[config.mk]
export PLATFORM = sky130hd
export DESIGN_NAME = slp_local_port
export DESIGN_NICKNAME = d
export VERILOG_FILES = /design/src/rtl/slp_pkg.sv /design/src/rtl/slp_local_port.sv
export SDC_FILE = /design/constraint.sdc
export NUM_CORES = 1
export LEC_CHECK = 0
export BUFFER_PORTS_ARGS = -buffer_cell sky130_fd_sc_hd__buf_2
export CAP_MARGIN = 20
export CORE_ASPECT_RATIO = 0.75
export CORE_UTILIZATION = 35
export DETAILED_ROUTE_END_ITERATION = 6
export MAX_ROUTING_LAYER = met4
export SETUP_SLACK_MARGIN = 0.5
export SLEW_MARGIN = 25
export SYNTH_ARGS = -nofsm -noshare
export SYNTH_HDL_FRONTEND = slang
export SYNTH_SLANG_ARGS = --single-unit
[constraint.sdc]
create_clock -name core_clk -period 11.8 [get_ports core_clk]
set_clock_uncertainty 0.05 [all_clocks]
set_input_delay 2.36 -clock core_clk [delete_from_list [all_inputs] [get_ports core_clk]]
set_output_delay 2.36 -clock core_clk [all_outputs]
set_load 0.05 [all_outputs]
[src/rtl/slp_pkg.sv]
/*
  Shared constants for the SDRAM controller local user port: timing counts,
  request buffering limits, default geometry and the self-refresh states.
  Assumes a single 40 MHz user clock supplied by the PHY.
*/
package slp_pkg;

  localparam int unsigned CLK_MHZ        = 40;
  // Auto-refresh interval in ns; the cycle count is rounded down
  localparam int unsigned T_REFI_NS      = 7800;
  localparam int unsigned REFI_CYC       = (T_REFI_NS * CLK_MHZ) / 1000;
  localparam int unsigned REFI_W         = 16;
  localparam int unsigned MAX_BURST_LIM  = 64;
  localparam int unsigned REQ_SLOTS      = 8;
  localparam int unsigned FIFO_WORDS     = 16;
  localparam int unsigned DEF_ROW_BITS   = 13;
  localparam int unsigned DEF_BANK_BITS  = 2;
  localparam int unsigned DEF_COL_BITS   = 10;
  localparam int unsigned DEF_DQ_W       = 16;
  localparam int unsigned DEF_MAX_BURST  = 64;
  localparam int unsigned DEF_RATE       = 1;

  // Self-refresh sequencer, one-hot
  typedef enum logic [3:0] {
    SR_IDLE  = 4'h1,
    SR_ENTER = 4'h2,
    SR_IN    = 4'h4,
    SR_EXIT  = 4'h8
  } slp_sr_state_t;

  // Largest power of two not above v
  function automatic int unsigned pow2_floor(input int unsigned v);
    int unsigned p;
    p = 1;
    while ((p * 2) <= v)
      p = p * 2;
    return p;
  endfunction : pow2_floor

endpackage : slp_pkg

[src/rtl/slp_local_port.sv]
/*
  Local user port of a soft SDRAM controller: request buffering, address
  split into chip/row/bank/column, byte-mask to data-mask conversion,
  refresh and self-refresh control, read return and init-done reporting.
  Assumes the memory-side scheduler and PHY share core_clk with the user.
*/
`timescale 1ns/1ps
`default_nettype none

module slp_fifo #(
  parameter int unsigned W     = 8,
  parameter int unsigned DEPTH = 16
) (
  input  wire logic         core_clk,
  input  wire logic         sys_rst,
  input  wire logic         in_valid,
  output logic              in_ready,
  input  wire logic [W-1:0] in_data,
  output logic              out_valid,
  input  wire logic         out_ready,
  output logic [W-1:0]      out_data
);
  localparam int unsigned PW = $clog2(DEPTH);
  localparam int unsigned CW = $clog2(DEPTH + 1);

  if ((DEPTH < 2) || ((1 << PW) != DEPTH))
  begin : g_bad_depth
    $error("slp_fifo depth must be a power of two");
  end

  logic [W-1:0]  mem_q [DEPTH];
  logic [PW-1:0] wr_q;
  logic [PW-1:0] rd_q;
  logic [CW-1:0] cnt_q;
  logic          push;
  logic          pop;

  assign in_ready  = (cnt_q != CW'(DEPTH));
  assign out_valid = (cnt_q != '0);
  assign push      = in_valid && in_ready;
  assign pop       = out_valid && out_ready;
  assign out_data  = mem_q[rd_q];

  // Storage has no reset; only pointers and count carry control state
  always_ff @(posedge core_clk)
  begin
    if (push)
      mem_q[wr_q] <= in_data;
  end

  // Pointers and occupancy
  always_ff @(posedge core_clk)
  begin
    if (sys_rst)
    begin
      wr_q  <= '0;
      rd_q  <= '0;
      cnt_q <= '0;
    end
    else
    begin
      if (push)
        wr_q <= wr_q + 1'b1;
      if (pop)
        rd_q <= rd_q + 1'b1;
      if (push && !pop)
        cnt_q <= cnt_q + 1'b1;
      else if (pop && !push)
        cnt_q <= cnt_q - 1'b1;
    end
  end
endmodule : slp_fifo

module slp_local_port #(
  parameter int unsigned RATE      = slp_pkg::DEF_RATE,
  parameter int unsigned NUM_CS    = 1,
  parameter int unsigned ROW_BITS  = slp_pkg::DEF_ROW_BITS,
  parameter int unsigned BANK_BITS = slp_pkg::DEF_BANK_BITS,
  parameter int unsigned COL_BITS  = slp_pkg::DEF_COL_BITS,
  parameter int unsigned DQ_W      = slp_pkg::DEF_DQ_W,
  parameter int unsigned MAX_BURST = slp_pkg::DEF_MAX_BURST,
  parameter bit          POW2_BUS  = 1'b0,
  parameter bit          USER_RFSH = 1'b1,
  parameter int unsigned CHIP_BITS = (NUM_CS > 1) ? $clog2(NUM_CS) : 0,
  parameter int unsigned COL_LSB   = $clog2(RATE) + 1,
  parameter int unsigned ADDR_W    = CHIP_BITS + ROW_BITS + BANK_BITS + COL_BITS - COL_LSB,
  parameter int unsigned SIZE_W    = $clog2(MAX_BURST + 1),
  parameter int unsigned DW        = POW2_BUS ? slp_pkg::pow2_floor(DQ_W * 2 * RATE) : DQ_W * 2 * RATE,
  parameter int unsigned MW        = DW / 8
) (
  input  wire logic                 core_clk,
  input  wire logic                 sys_rst,
  input  wire logic [ADDR_W-1:0]    local_addr,
  input  wire logic [SIZE_W-1:0]    local_size,
  input  wire logic                 local_burst_begin,
  input  wire logic                 local_write_req,
  input  wire logic                 local_read_req,
  input  wire logic [DW-1:0]        local_wdata,
  input  wire logic [MW-1:0]        local_byte_mask,
  input  wire logic                 local_autopch_req,
  input  wire logic                 local_refresh_req,
  input  wire logic [NUM_CS-1:0]    local_refresh_chip,
  input  wire logic                 local_self_rfsh_req,
  input  wire logic [NUM_CS-1:0]    local_self_rfsh_chip,
  output logic                      local_ready,
  output logic [DW-1:0]             local_rdata,
  output logic                      local_rdata_valid,
  output logic                      local_refresh_ack,
  output logic                      local_self_rfsh_ack,
  output logic                      local_init_done,
  input  wire logic                 usr_mode_rdy,
  input  wire logic                 mem_cmd_ready,
  output logic                      mem_cmd_valid,
  output logic                      mem_cmd_first,
  output logic                      mem_cmd_write,
  output logic                      mem_cmd_autopch,
  output logic [NUM_CS-1:0]         mem_cmd_chip,
  output logic [ROW_BITS-1:0]       mem_cmd_row,
  output logic [BANK_BITS-1:0]      mem_cmd_bank,
  output logic [COL_BITS-1:0]       mem_cmd_col,
  output logic [SIZE_W-1:0]         mem_cmd_size,
  output logic [DW-1:0]             mem_wr_data,
  output logic [MW-1:0]             memory_data_mask,
  output logic                      mem_refresh_valid,
  output logic [NUM_CS-1:0]         mem_refresh_chip,
  input  wire logic                 mem_sr_ok,
  input  wire logic                 mem_sr_exit_done,
  output logic                      mem_self_rfsh,
  output logic [NUM_CS-1:0]         mem_self_rfsh_chip,
  input  wire logic                 rd_valid_in,
  input  wire logic [DW-1:0]        rd_data_in
);
  localparam int unsigned CHIP_W = (CHIP_BITS == 0) ? 1 : CHIP_BITS;
  localparam int unsigned LCOL_W = COL_BITS - COL_LSB;
  localparam int unsigned RBC_W  = ROW_BITS + BANK_BITS + LCOL_W;
  localparam int unsigned E_W    = 3 + ADDR_W + SIZE_W + DW + MW;
  localparam int unsigned RQ_W   = $clog2(slp_pkg::REQ_SLOTS + 1);

  if (!((RATE == 1) || (RATE == 2) || (RATE == 4)) || (MAX_BURST < 1) || (MAX_BURST > slp_pkg::MAX_BURST_LIM)
      || (COL_BITS <= COL_LSB) || ((DW % 8) != 0))
  begin : g_bad_cfg
    $error("slp_local_port: unsupported rate, burst limit or geometry");
  end

  logic                 init_q;
  logic [SIZE_W-1:0]    wr_left_q;
  logic [ADDR_W-1:0]    cap_addr_q;
  logic [SIZE_W-1:0]    cap_size_q;
  logic                 cap_apch_q;
  logic [RQ_W-1:0]      req_cnt_q;
  logic [SIZE_W-1:0]    out_left_q;
  logic                 rf_ack_q;
  logic                 rf_pend_q;
  logic [slp_pkg::REFI_W-1:0] refi_q;
  slp_pkg::slp_sr_state_t     sr_q;
  logic                 sr_ack_q;
  logic [NUM_CS-1:0]    sr_chip_q;
  logic [DW-1:0]        rdata_q;
  logic                 rvalid_q;
  logic                 acc;
  logic                 wr_new;
  logic                 new_req;
  logic                 fifo_in_ready;
  logic                 head_valid;
  logic [E_W-1:0]       in_ent;
  logic [E_W-1:0]       head;
  logic                 h_first;
  logic [ADDR_W-1:0]    h_addr;
  logic [CHIP_W+ADDR_W-1:0] h_addr_ext;
  logic [SIZE_W-1:0]    h_size;
  logic                 rf_want;
  logic                 rf_go;
  logic                 pop;

  // Entry layout: first, write, autopch, addr, size, data, mask
  assign wr_new  = (wr_left_q == '0) || local_burst_begin;
  assign acc     = local_ready && (local_write_req || local_read_req);
  assign new_req = acc && (local_read_req || wr_new);
  assign in_ent  = new_req ? {1'b1, local_write_req, local_autopch_req, local_addr, local_size, local_wdata,
                              local_byte_mask}
                           : {1'b0, 1'b1, cap_apch_q, cap_addr_q, cap_size_q, local_wdata, local_byte_mask};

  // Ready waits for init, FIFO space and a free request slot; master holds while low
  assign local_ready = init_q && fifo_in_ready && (req_cnt_q < RQ_W'(slp_pkg::REQ_SLOTS));

  slp_fifo #(
    .W     (E_W),
    .DEPTH (slp_pkg::FIFO_WORDS)
  ) u_fifo (
    .core_clk  (core_clk),
    .sys_rst   (sys_rst),
    .in_valid  (acc),
    .in_ready  (fifo_in_ready),
    .in_data   (in_ent),
    .out_valid (head_valid),
    .out_ready (pop),
    .out_data  (head)
  );

  // Head decode into memory-side fields
  assign h_first         = head[E_W-1];
  assign mem_cmd_first   = h_first;
  assign mem_cmd_write   = head[E_W-2];
  assign mem_cmd_autopch = head[E_W-3];
  assign h_addr          = head[E_W-4 -: ADDR_W];
  assign h_size          = head[DW+MW +: SIZE_W];
  assign mem_cmd_size    = (h_size == '0) ? SIZE_W'(1) : h_size;
  assign mem_wr_data     = head[MW +: DW];
  assign memory_data_mask = ~head[MW-1:0];
  assign h_addr_ext      = {{CHIP_W{1'b0}}, h_addr};
  assign mem_cmd_row     = h_addr[RBC_W-1 -: ROW_BITS];
  assign mem_cmd_bank    = h_addr[LCOL_W +: BANK_BITS];
  assign mem_cmd_col     = {h_addr[LCOL_W-1:0], {COL_LSB{1'b0}}};
  assign mem_cmd_chip    = (CHIP_BITS == 0) ? NUM_CS'(1)
                                            : NUM_CS'(1) << h_addr_ext[RBC_W +: CHIP_W];

  // Refresh waits only for init, for a burst already being issued, for the self-refresh sequencer to be idle and for the previous ack cycle to end
  assign rf_want = init_q && (sr_q == slp_pkg::SR_IDLE) && (out_left_q == '0) && !rf_ack_q
                   && (USER_RFSH ? local_refresh_req : rf_pend_q);
  assign rf_go   = rf_want && mem_cmd_ready;
  assign mem_refresh_valid = rf_want;
  assign mem_refresh_chip  = USER_RFSH ? local_refresh_chip : '1;
  assign mem_cmd_valid = head_valid && !rf_want && (sr_q == slp_pkg::SR_IDLE);
  assign pop           = mem_cmd_valid && mem_cmd_ready;

  // Init done tracks the sequencer
  always_ff @(posedge core_clk)
  begin
    if (sys_rst)
      init_q <= 1'b0;
    else
      init_q <= usr_mode_rdy;
  end
  assign local_init_done = init_q;

  // Write burst beat tracking and first-beat capture
  always_ff @(posedge core_clk)
  begin
    if (sys_rst)
    begin
      wr_left_q  <= '0;
      cap_addr_q <= '0;
      cap_size_q <= '0;
      cap_apch_q <= 1'b0;
    end
    else if (acc && local_write_req)
    begin
      if (wr_new)
      begin
        wr_left_q  <= (local_size > SIZE_W'(1)) ? local_size - 1'b1 : '0;
        cap_addr_q <= local_addr;
        cap_size_q <= local_size;
        cap_apch_q <= local_autopch_req;
      end
      else
        wr_left_q <= wr_left_q - 1'b1;
    end
  end

  // Outstanding request count; a request leaves when its first beat issues
  always_ff @(posedge core_clk)
  begin
    if (sys_rst)
      req_cnt_q <= '0;
    else if (new_req && !(pop && h_first))
      req_cnt_q <= req_cnt_q + 1'b1;
    else if (!new_req && pop && h_first)
      req_cnt_q <= req_cnt_q - 1'b1;
  end

  // Beats left of the write burst now being issued
  always_ff @(posedge core_clk)
  begin
    if (sys_rst)
      out_left_q <= '0;
    else if (pop && h_first)
      out_left_q <= (mem_cmd_write && (mem_cmd_size > SIZE_W'(1))) ? mem_cmd_size - 1'b1 : '0;
    else if (pop)
      out_left_q <= out_left_q - 1'b1;
  end

  // Refresh acknowledge and the internal interval timer; the gap after each
  // refresh keeps back-to-back requests from merging into one ack
  always_ff @(posedge core_clk)
  begin
    if (sys_rst)
    begin
      rf_ack_q  <= 1'b0;
      rf_pend_q <= 1'b0;
      refi_q    <= '0;
    end
    else
    begin
      rf_ack_q <= rf_go;
      if (refi_q == slp_pkg::REFI_W'(slp_pkg::REFI_CYC - 1))
        refi_q <= '0;
      else
        refi_q <= refi_q + 1'b1;
      if (refi_q == slp_pkg::REFI_W'(slp_pkg::REFI_CYC - 1))
        rf_pend_q <= 1'b1;
      else if (rf_go)
        rf_pend_q <= 1'b0;
    end
  end
  assign local_refresh_ack = rf_ack_q;

  // Self-refresh sequencer; entry waits for the issuing burst to finish
  always_ff @(posedge core_clk)
  begin
    if (sys_rst)
    begin
      sr_q      <= slp_pkg::SR_IDLE;
      sr_ack_q  <= 1'b0;
      sr_chip_q <= '0;
    end
    else
    begin
      case (sr_q)
        slp_pkg::SR_IDLE:
          if (init_q && local_self_rfsh_req && (out_left_q == '0) && !rf_want)
          begin
            sr_q      <= slp_pkg::SR_ENTER;
            sr_chip_q <= local_self_rfsh_chip;
          end
        slp_pkg::SR_ENTER:
          if (mem_sr_ok)
          begin
            sr_q     <= slp_pkg::SR_IN;
            sr_ack_q <= 1'b1;
          end
        slp_pkg::SR_IN:
          if (!local_self_rfsh_req)
            sr_q <= slp_pkg::SR_EXIT;
        slp_pkg::SR_EXIT:
          if (mem_sr_exit_done)
          begin
            sr_q     <= slp_pkg::SR_IDLE;
            sr_ack_q <= 1'b0;
          end
        default:
          sr_q <= slp_pkg::SR_IDLE;
      endcase
    end
  end
  assign local_self_rfsh_ack = sr_ack_q;
  assign mem_self_rfsh       = (sr_q == slp_pkg::SR_IN) || (sr_q == slp_pkg::SR_EXIT);
  assign mem_self_rfsh_chip  = sr_chip_q;

  // Read return is registered so the user sees flop outputs
  always_ff @(posedge core_clk)
  begin
    if (sys_rst)
    begin
      rvalid_q <= 1'b0;
      rdata_q  <= '0;
    end
    else
    begin
      rvalid_q <= rd_valid_in;
      if (rd_valid_in)
        rdata_q <= rd_data_in;
    end
  end
  assign local_rdata_valid = rvalid_q;
  assign local_rdata       = rdata_q;

  property p_full_blocks;
    @(posedge core_clk) disable iff (sys_rst)
    (req_cnt_q == RQ_W'(slp_pkg::REQ_SLOTS)) |-> !local_ready;
  endproperty
  a_full_blocks: assert property (p_full_blocks) else $error("ready high with eight requests held");

  property p_rf_ack_pulse;
    @(posedge core_clk) disable iff (sys_rst)
    rf_go |=> local_refresh_ack ##1 !local_refresh_ack;
  endproperty
  a_rf_ack_pulse: assert property (p_rf_ack_pulse) else $error("refresh ack not a single pulse");

  property p_mask_inv;
    @(posedge core_clk) disable iff (sys_rst)
    mem_cmd_valid |-> ((memory_data_mask ^ head[MW-1:0]) == '1);
  endproperty
  a_mask_inv: assert property (p_mask_inv) else $error("data mask not inverse of byte mask");

  property p_col_low_zero;
    @(posedge core_clk) disable iff (sys_rst)
    mem_cmd_valid |-> (mem_cmd_col[COL_LSB-1:0] == '0);
  endproperty
  a_col_low_zero: assert property (p_col_low_zero) else $error("implied column bits not zero");

  property p_rf_first;
    @(posedge core_clk) disable iff (sys_rst)
    rf_want |-> !pop;
  endproperty
  a_rf_first: assert property (p_rf_first) else $error("command issued over pending refresh");

  property p_init_follow;
    @(posedge core_clk) disable iff (sys_rst)
    ##1 (local_init_done == $past(usr_mode_rdy));
  endproperty
  a_init_follow: assert property (p_init_follow) else $error("init done not tracking ready");

  property p_rvalid;
    @(posedge core_clk) disable iff (sys_rst)
    rd_valid_in |=> local_rdata_valid && (local_rdata == $past(rd_data_in));
  endproperty
  a_rvalid: assert property (p_rvalid) else $error("read return lost or altered");

  property p_sr_ack;
    @(posedge core_clk) disable iff (sys_rst)
    $rose(local_self_rfsh_ack) |-> ($past(sr_q) == slp_pkg::SR_ENTER) && $past(mem_sr_ok) && mem_self_rfsh;
  endproperty
  a_sr_ack: assert property (p_sr_ack) else $error("self-refresh ack without entry");

  property p_sr_hold;
    @(posedge core_clk) disable iff (sys_rst)
    (local_self_rfsh_ack && local_self_rfsh_req) |=> local_self_rfsh_ack;
  endproperty
  a_sr_hold: assert property (p_sr_hold) else $error("self-refresh ack dropped while held");

  property p_no_accept_early;
    @(posedge core_clk) disable iff (sys_rst)
    !local_init_done |-> !local_ready;
  endproperty
  a_no_accept_early: assert property (p_no_accept_early) else $error("request accepted before init");

endmodule : slp_local_port

`default_nettype wire

==> flow_metrics.py <==
metrics = {
    "logic_synthesis": {
        "asyncSetResetFlopFracSynth": 0,
        "synth_nets": 2333,
        "synth-edff-count": 1120,
        "mappedNetlistArea_um2": 47300,
        "yosys_register_bits": 1228,
        "synth_flop_cell": "sky130_fd_sc_hd__edfxtp_1",
        "synth.area.top_cells": "sky130_fd_sc_hd__edfxtp_1, sky130_fd_sc_hd__mux4_2, sky130_fd_sc_hd__dfxtp_1",
        "seq_area_frac_synth": 0.757,
        "synth.lib_cells_used.distinct": 66,
        "synth_common_cells": "sky130_fd_sc_hd__edfxtp_1, sky130_fd_sc_hd__mux4_2, sky130_fd_sc_hd__dfxtp_1, sky130_fd_sc_hd__nand2_1, sky130_fd_sc_hd__nor2_1",
        "synth_top_cell_area_share": 0.711,
        "post_synth.cell_area_avg_um2": 21.5,
        "yosys.area.top_type": "sky130_fd_sc_hd__edfxtp_1",
        "synthesis.instances": 2198,
        "synth.most_common_cell": "sky130_fd_sc_hd__edfxtp_1",
        "yosys_warnings": 0,
    },
    "global_route": {
        "first_global_vias": 24200,
        "grt_first_pass_wirelength_um": 164000,
        "grt_overflow": 0,
        "grt_util_all_layers": 0.170,
        "initial_antenna_violation_count": 5,
        "grt_start_max_net_pins": 105,
    },
    "detailed_routing": {
        "drt-wirelength-per-cell_um": 25.5,
        "ant_nets": 0,
        "wl_met1_um": 46500,
        "detail_route.vias_per_cell": 5.19,
        "dr.max_layer_used": "met4",
        "initial_drt_pass_iterations": 5,
        "postRouteWirelength_um": 111000,
        "met3_length_um": 5700,
        "route.vias.total": 22600,
        "drcViolationCount": 0,
        "iteration_0_drc_markers": 1735,
        "route.met2.wl_um": 56400,
    },
    "sta": {
        "timing.max_slew.rel_slack": 0.301,
        "period_minus_slack_ns": 7.13,
        "max_clock_freq_ghz": 0.140,
        "pins_over_slew_limit": 0,
        "final_min_period_over_clock_period": 0.604,
        "timing_worst_slew_pin_value_ns": 1.05,
        "final-setup-viol-count": 0,
        "unrepaired_setup_endpoints_after_global_routing": "no",
        "timing.final.ws_setup_ns": 4.67,
        "fin_setup_tns_ns": 0,
        "hold_viol": 0,
    },
    "setup_path": {
        "rr_worst_depth": 12,
        "crit_arrival_ns": 4.72,
        "rrSetupSlack_ns": 7.02,
        "crit_path_cell_trace": "buf_12, buf_4, mux4_2, mux4_2, buf_2",
        "timing.critical_path.to_type": "primary output",
        "timing.critical_path.slowest_cell_delay_ns": 0.91,
        "maximum_fanout_count_along_the_critical_path": 98,
        "regToRegEndpoint": "req_cnt_q[3]",
        "crit_required_ns": 9.39,
        "worstSetupPathType": "flip-flop to primary output",
        "worst_setup_path_start_kind": "flip-flop",
        "critical_path.slowest_cell": "sky130_fd_sc_hd__dfxtp_4",
        "worst_path_most_repeated_cell": "sky130_fd_sc_hd__mux4_2",
    },
    "clock_network": {
        "h-tree-depth": 4,
        "post_cts.resized_instances": 0,
        "number_of_buffers_on_the_longest_clock_path": 3,
        "cts_hold_repair.buffers": 0,
        "tritoncts_clock_tree": "done",
        "clock_sinks": 1228,
        "post-cts-setup-buffer-count": 0,
        "insertion_delay_ns": 0.74,
        "clk_pin_slew_ns": 0.06,
        "total_cts_buffers": 130,
        "clock_tree_root": "sky130_fd_sc_hd__clkbuf_16",
    },
    "min_path": {
        "worst_hold_class": "flip-flop to flip-flop",
        "hold_path.startpoint": "cap_apch_q",
        "hold-path-cell-count": 2,
        "worstHoldEndpoint": "cap_apch_q",
    },
    "power_and_ir_drop": {
        "power.combinational.fraction": 0.160,
        "total_leakage_power_uw": 0.0175,
        "p_seq_frac": 0.463,
        "powerDensity_nw_per_um2": 197,
        "peakVddDrop_mv": 0.168,
        "switching_part_of_the_total": 0.260,
        "power_frac_clock": 0.377,
        "finalPower_uw": 10800,
        "total_switching_power_uw": 2810,
        "power_report.internal_total_uw": 8010,
    },
    "placed_design": {
        "placement.setup.worst_slack_ns": 5.07,
        "port-buffer-count": 223,
        "placed_cells": 4123,
        "dp_hpwl_um": 59900,
        "place_congestion": 0.757,
    },
    "final_layout": {
        "fillCellCount": 11600,
        "area_delta_synth_final_pct": 16.1,
        "layout.nets": 2620,
        "final-instance-count-excl-fill": 4366,
        "final_core_util": 0.411,
        "drive_above_1_share": 0.333,
    },
    "status": {
        "run_status": "complete, no violations",
    },
    "floorplan": {
        "num_rows": 116,
        "floorplan.initialDensity": 0.354,
        "design.portCount": 228,
        "die_height_um": 320,
        "die-area_um2": 137000,
        "die_w_um": 426,
        "floorplan.core_area_um2": 134000,
    },
    "run": {
        "number_of_maximum_capacitance_violations": 0,
    },
}
logic make-up (layout without fill, tap and decap cells):
logic type | after synthesis | in the layout | share of synthesized area
DFF | 1228 | 1228 | 0.757
muxes | 409 | 409 | 0.179
and+or+nand+nor | 247 | 247 | 0.0234
buffers and inverters | 147 | 540 | 0.0138
AOI/OAI and AO/OA | 118 | 118 | 0.0161
xor gates and xnor gates | 26 | 26 | 0.00481
adders and majority gates | 21 | 21 | 0.00587
other | 2 | 7 | 0.000159
sequential cells by signal, summed over array words and instances, names as in the netlist, named ones only:
register             flops
u_fifo.mem_q          1120
local_rdata             32
cap_addr_q              24
cap_size_q               7
out_left_q               7
wr_left_q                7
u_fifo.cnt_q             5
req_cnt_q                4
sr_q                     4
u_fifo.rd_q              4
u_fifo.wr_q              4
cap_apch_q               1
local_init_done          1
local_rdata_valid        1
local_refresh_ack        1
local_self_rfsh_ack      1
mem_self_rfsh_chip       1
per-stage QoR:
| step | area (um2) | hold WS (ns) |
|---|---|---|
| final | 54900 | 0.402 |
| after global routing | 54900 | 0.419 |
| after CTS | 54900 | 0.404 |
| after detailed placement | 50600 | 0.395 |
| after global placement | 50600 | 0.389 |
| after floorplan | 47300 | 0.383 |
worst max-delay path, delay by kind of cell (launching register included):
kind	cells	cell delay, ns
flip-flops	1	0.91
buffers and inverters	3	1.64
multiplexers	2	1.16
metal layers:
metal | vias up | global-route usage
li1 | 9663 | -
met1 | 12200 | 0.213
met2 | 612 | 0.279
met3 | 170 | 0.0310
met4 | 0 | 0.0554
met5 | - | -
how the worst max path moves through the flow:
stage,end,slack (ns),depth (start not counted)
6_report,mem_wr_data[1],4.67,5
5_1_grt,mem_cmd_write,4.26,5
4_1_cts,mem_cmd_row[1],4.25,5
3_5_place_dp,mem_cmd_row[1],5.07,5
3_3_place_gp,mem_cmd_row[4],5.18,5
2_1_floorplan,u_fifo.mem_q[3][0],3.49,4
power by group through the flow:
stage	combinational [uW]	clock, uW	sequential [uW]
6_report	1730	4070	5010
5_1_grt	1860	4350	5020
4_1_cts	1770	4170	5010
3_5_place_dp	1770	0	5100
3_3_place_gp	1710	0	5090
2_1_floorplan	1320	0	5080
layout by cell type (no fill, tap or decap), types with 4 or more instances in the layout:
cell type,Yosys,routed
sky130_fd_sc_hd__nor4_1,5,5
sky130_fd_sc_hd__xnor2_1,11,11
sky130_fd_sc_hd__nand2_1,97,96
sky130_fd_sc_hd__buf_4,6,45
sky130_fd_sc_hd__inv_1,28,28
sky130_fd_sc_hd__o21ai_0,19,19
sky130_fd_sc_hd__nand2b_1,8,8
sky130_fd_sc_hd__mux2i_1,35,35
sky130_fd_sc_hd__nor3_1,13,9
sky130_fd_sc_hd__mux2_2,30,30
sky130_fd_sc_hd__a31oi_1,5,5
sky130_fd_sc_hd__clkbuf_16,0,134
sky130_fd_sc_hd__diode_2,0,5
sky130_fd_sc_hd__nor3_2,0,4
sky130_fd_sc_hd__dfxtp_1,108,104
sky130_fd_sc_hd__a22oi_1,16,16
sky130_fd_sc_hd__nand3_1,4,4
sky130_fd_sc_hd__edfxtp_1,1120,1120
sky130_fd_sc_hd__ha_1,19,19
sky130_fd_sc_hd__nor2_4,0,12
sky130_fd_sc_hd__a21oi_1,49,49
sky130_fd_sc_hd__inv_6,0,9
sky130_fd_sc_hd__buf_6,2,4
sky130_fd_sc_hd__mux4_2,333,333
sky130_fd_sc_hd__xor2_1,15,15
sky130_fd_sc_hd__mux4_1,11,11
sky130_fd_sc_hd__clkinvlp_4,0,4
sky130_fd_sc_hd__clkinv_1,1,20
sky130_fd_sc_hd__clkbuf_8,0,8
sky130_fd_sc_hd__clkbuf_1,63,28
sky130_fd_sc_hd__nor2_1,89,77
sky130_fd_sc_hd__clkinv_2,0,18
sky130_fd_sc_hd__bufinv_16,0,12
sky130_fd_sc_hd__nor2b_1,6,6
sky130_fd_sc_hd__nor4b_1,4,4
sky130_fd_sc_hd__buf_2,35,222
sky130_fd_sc_hd__dfxtp_4,0,4
final cells by class:
type                            instances  area, um2  share of cell area
Timing Repair Buffer                  273       1530              0.0279
Inverter                               29        109             0.00198
Clock buffer                          172       3580              0.0651
Sequential cell                      1228      35800               0.652
Clock inverter                         66        703              0.0128
Multi-Input combinational cell        823      11000               0.200
Tap cell                             1770       2210              0.0403
Antenna cell                            5       12.5            0.000228
Note: power is estimated with default switching activity, not from simulation.
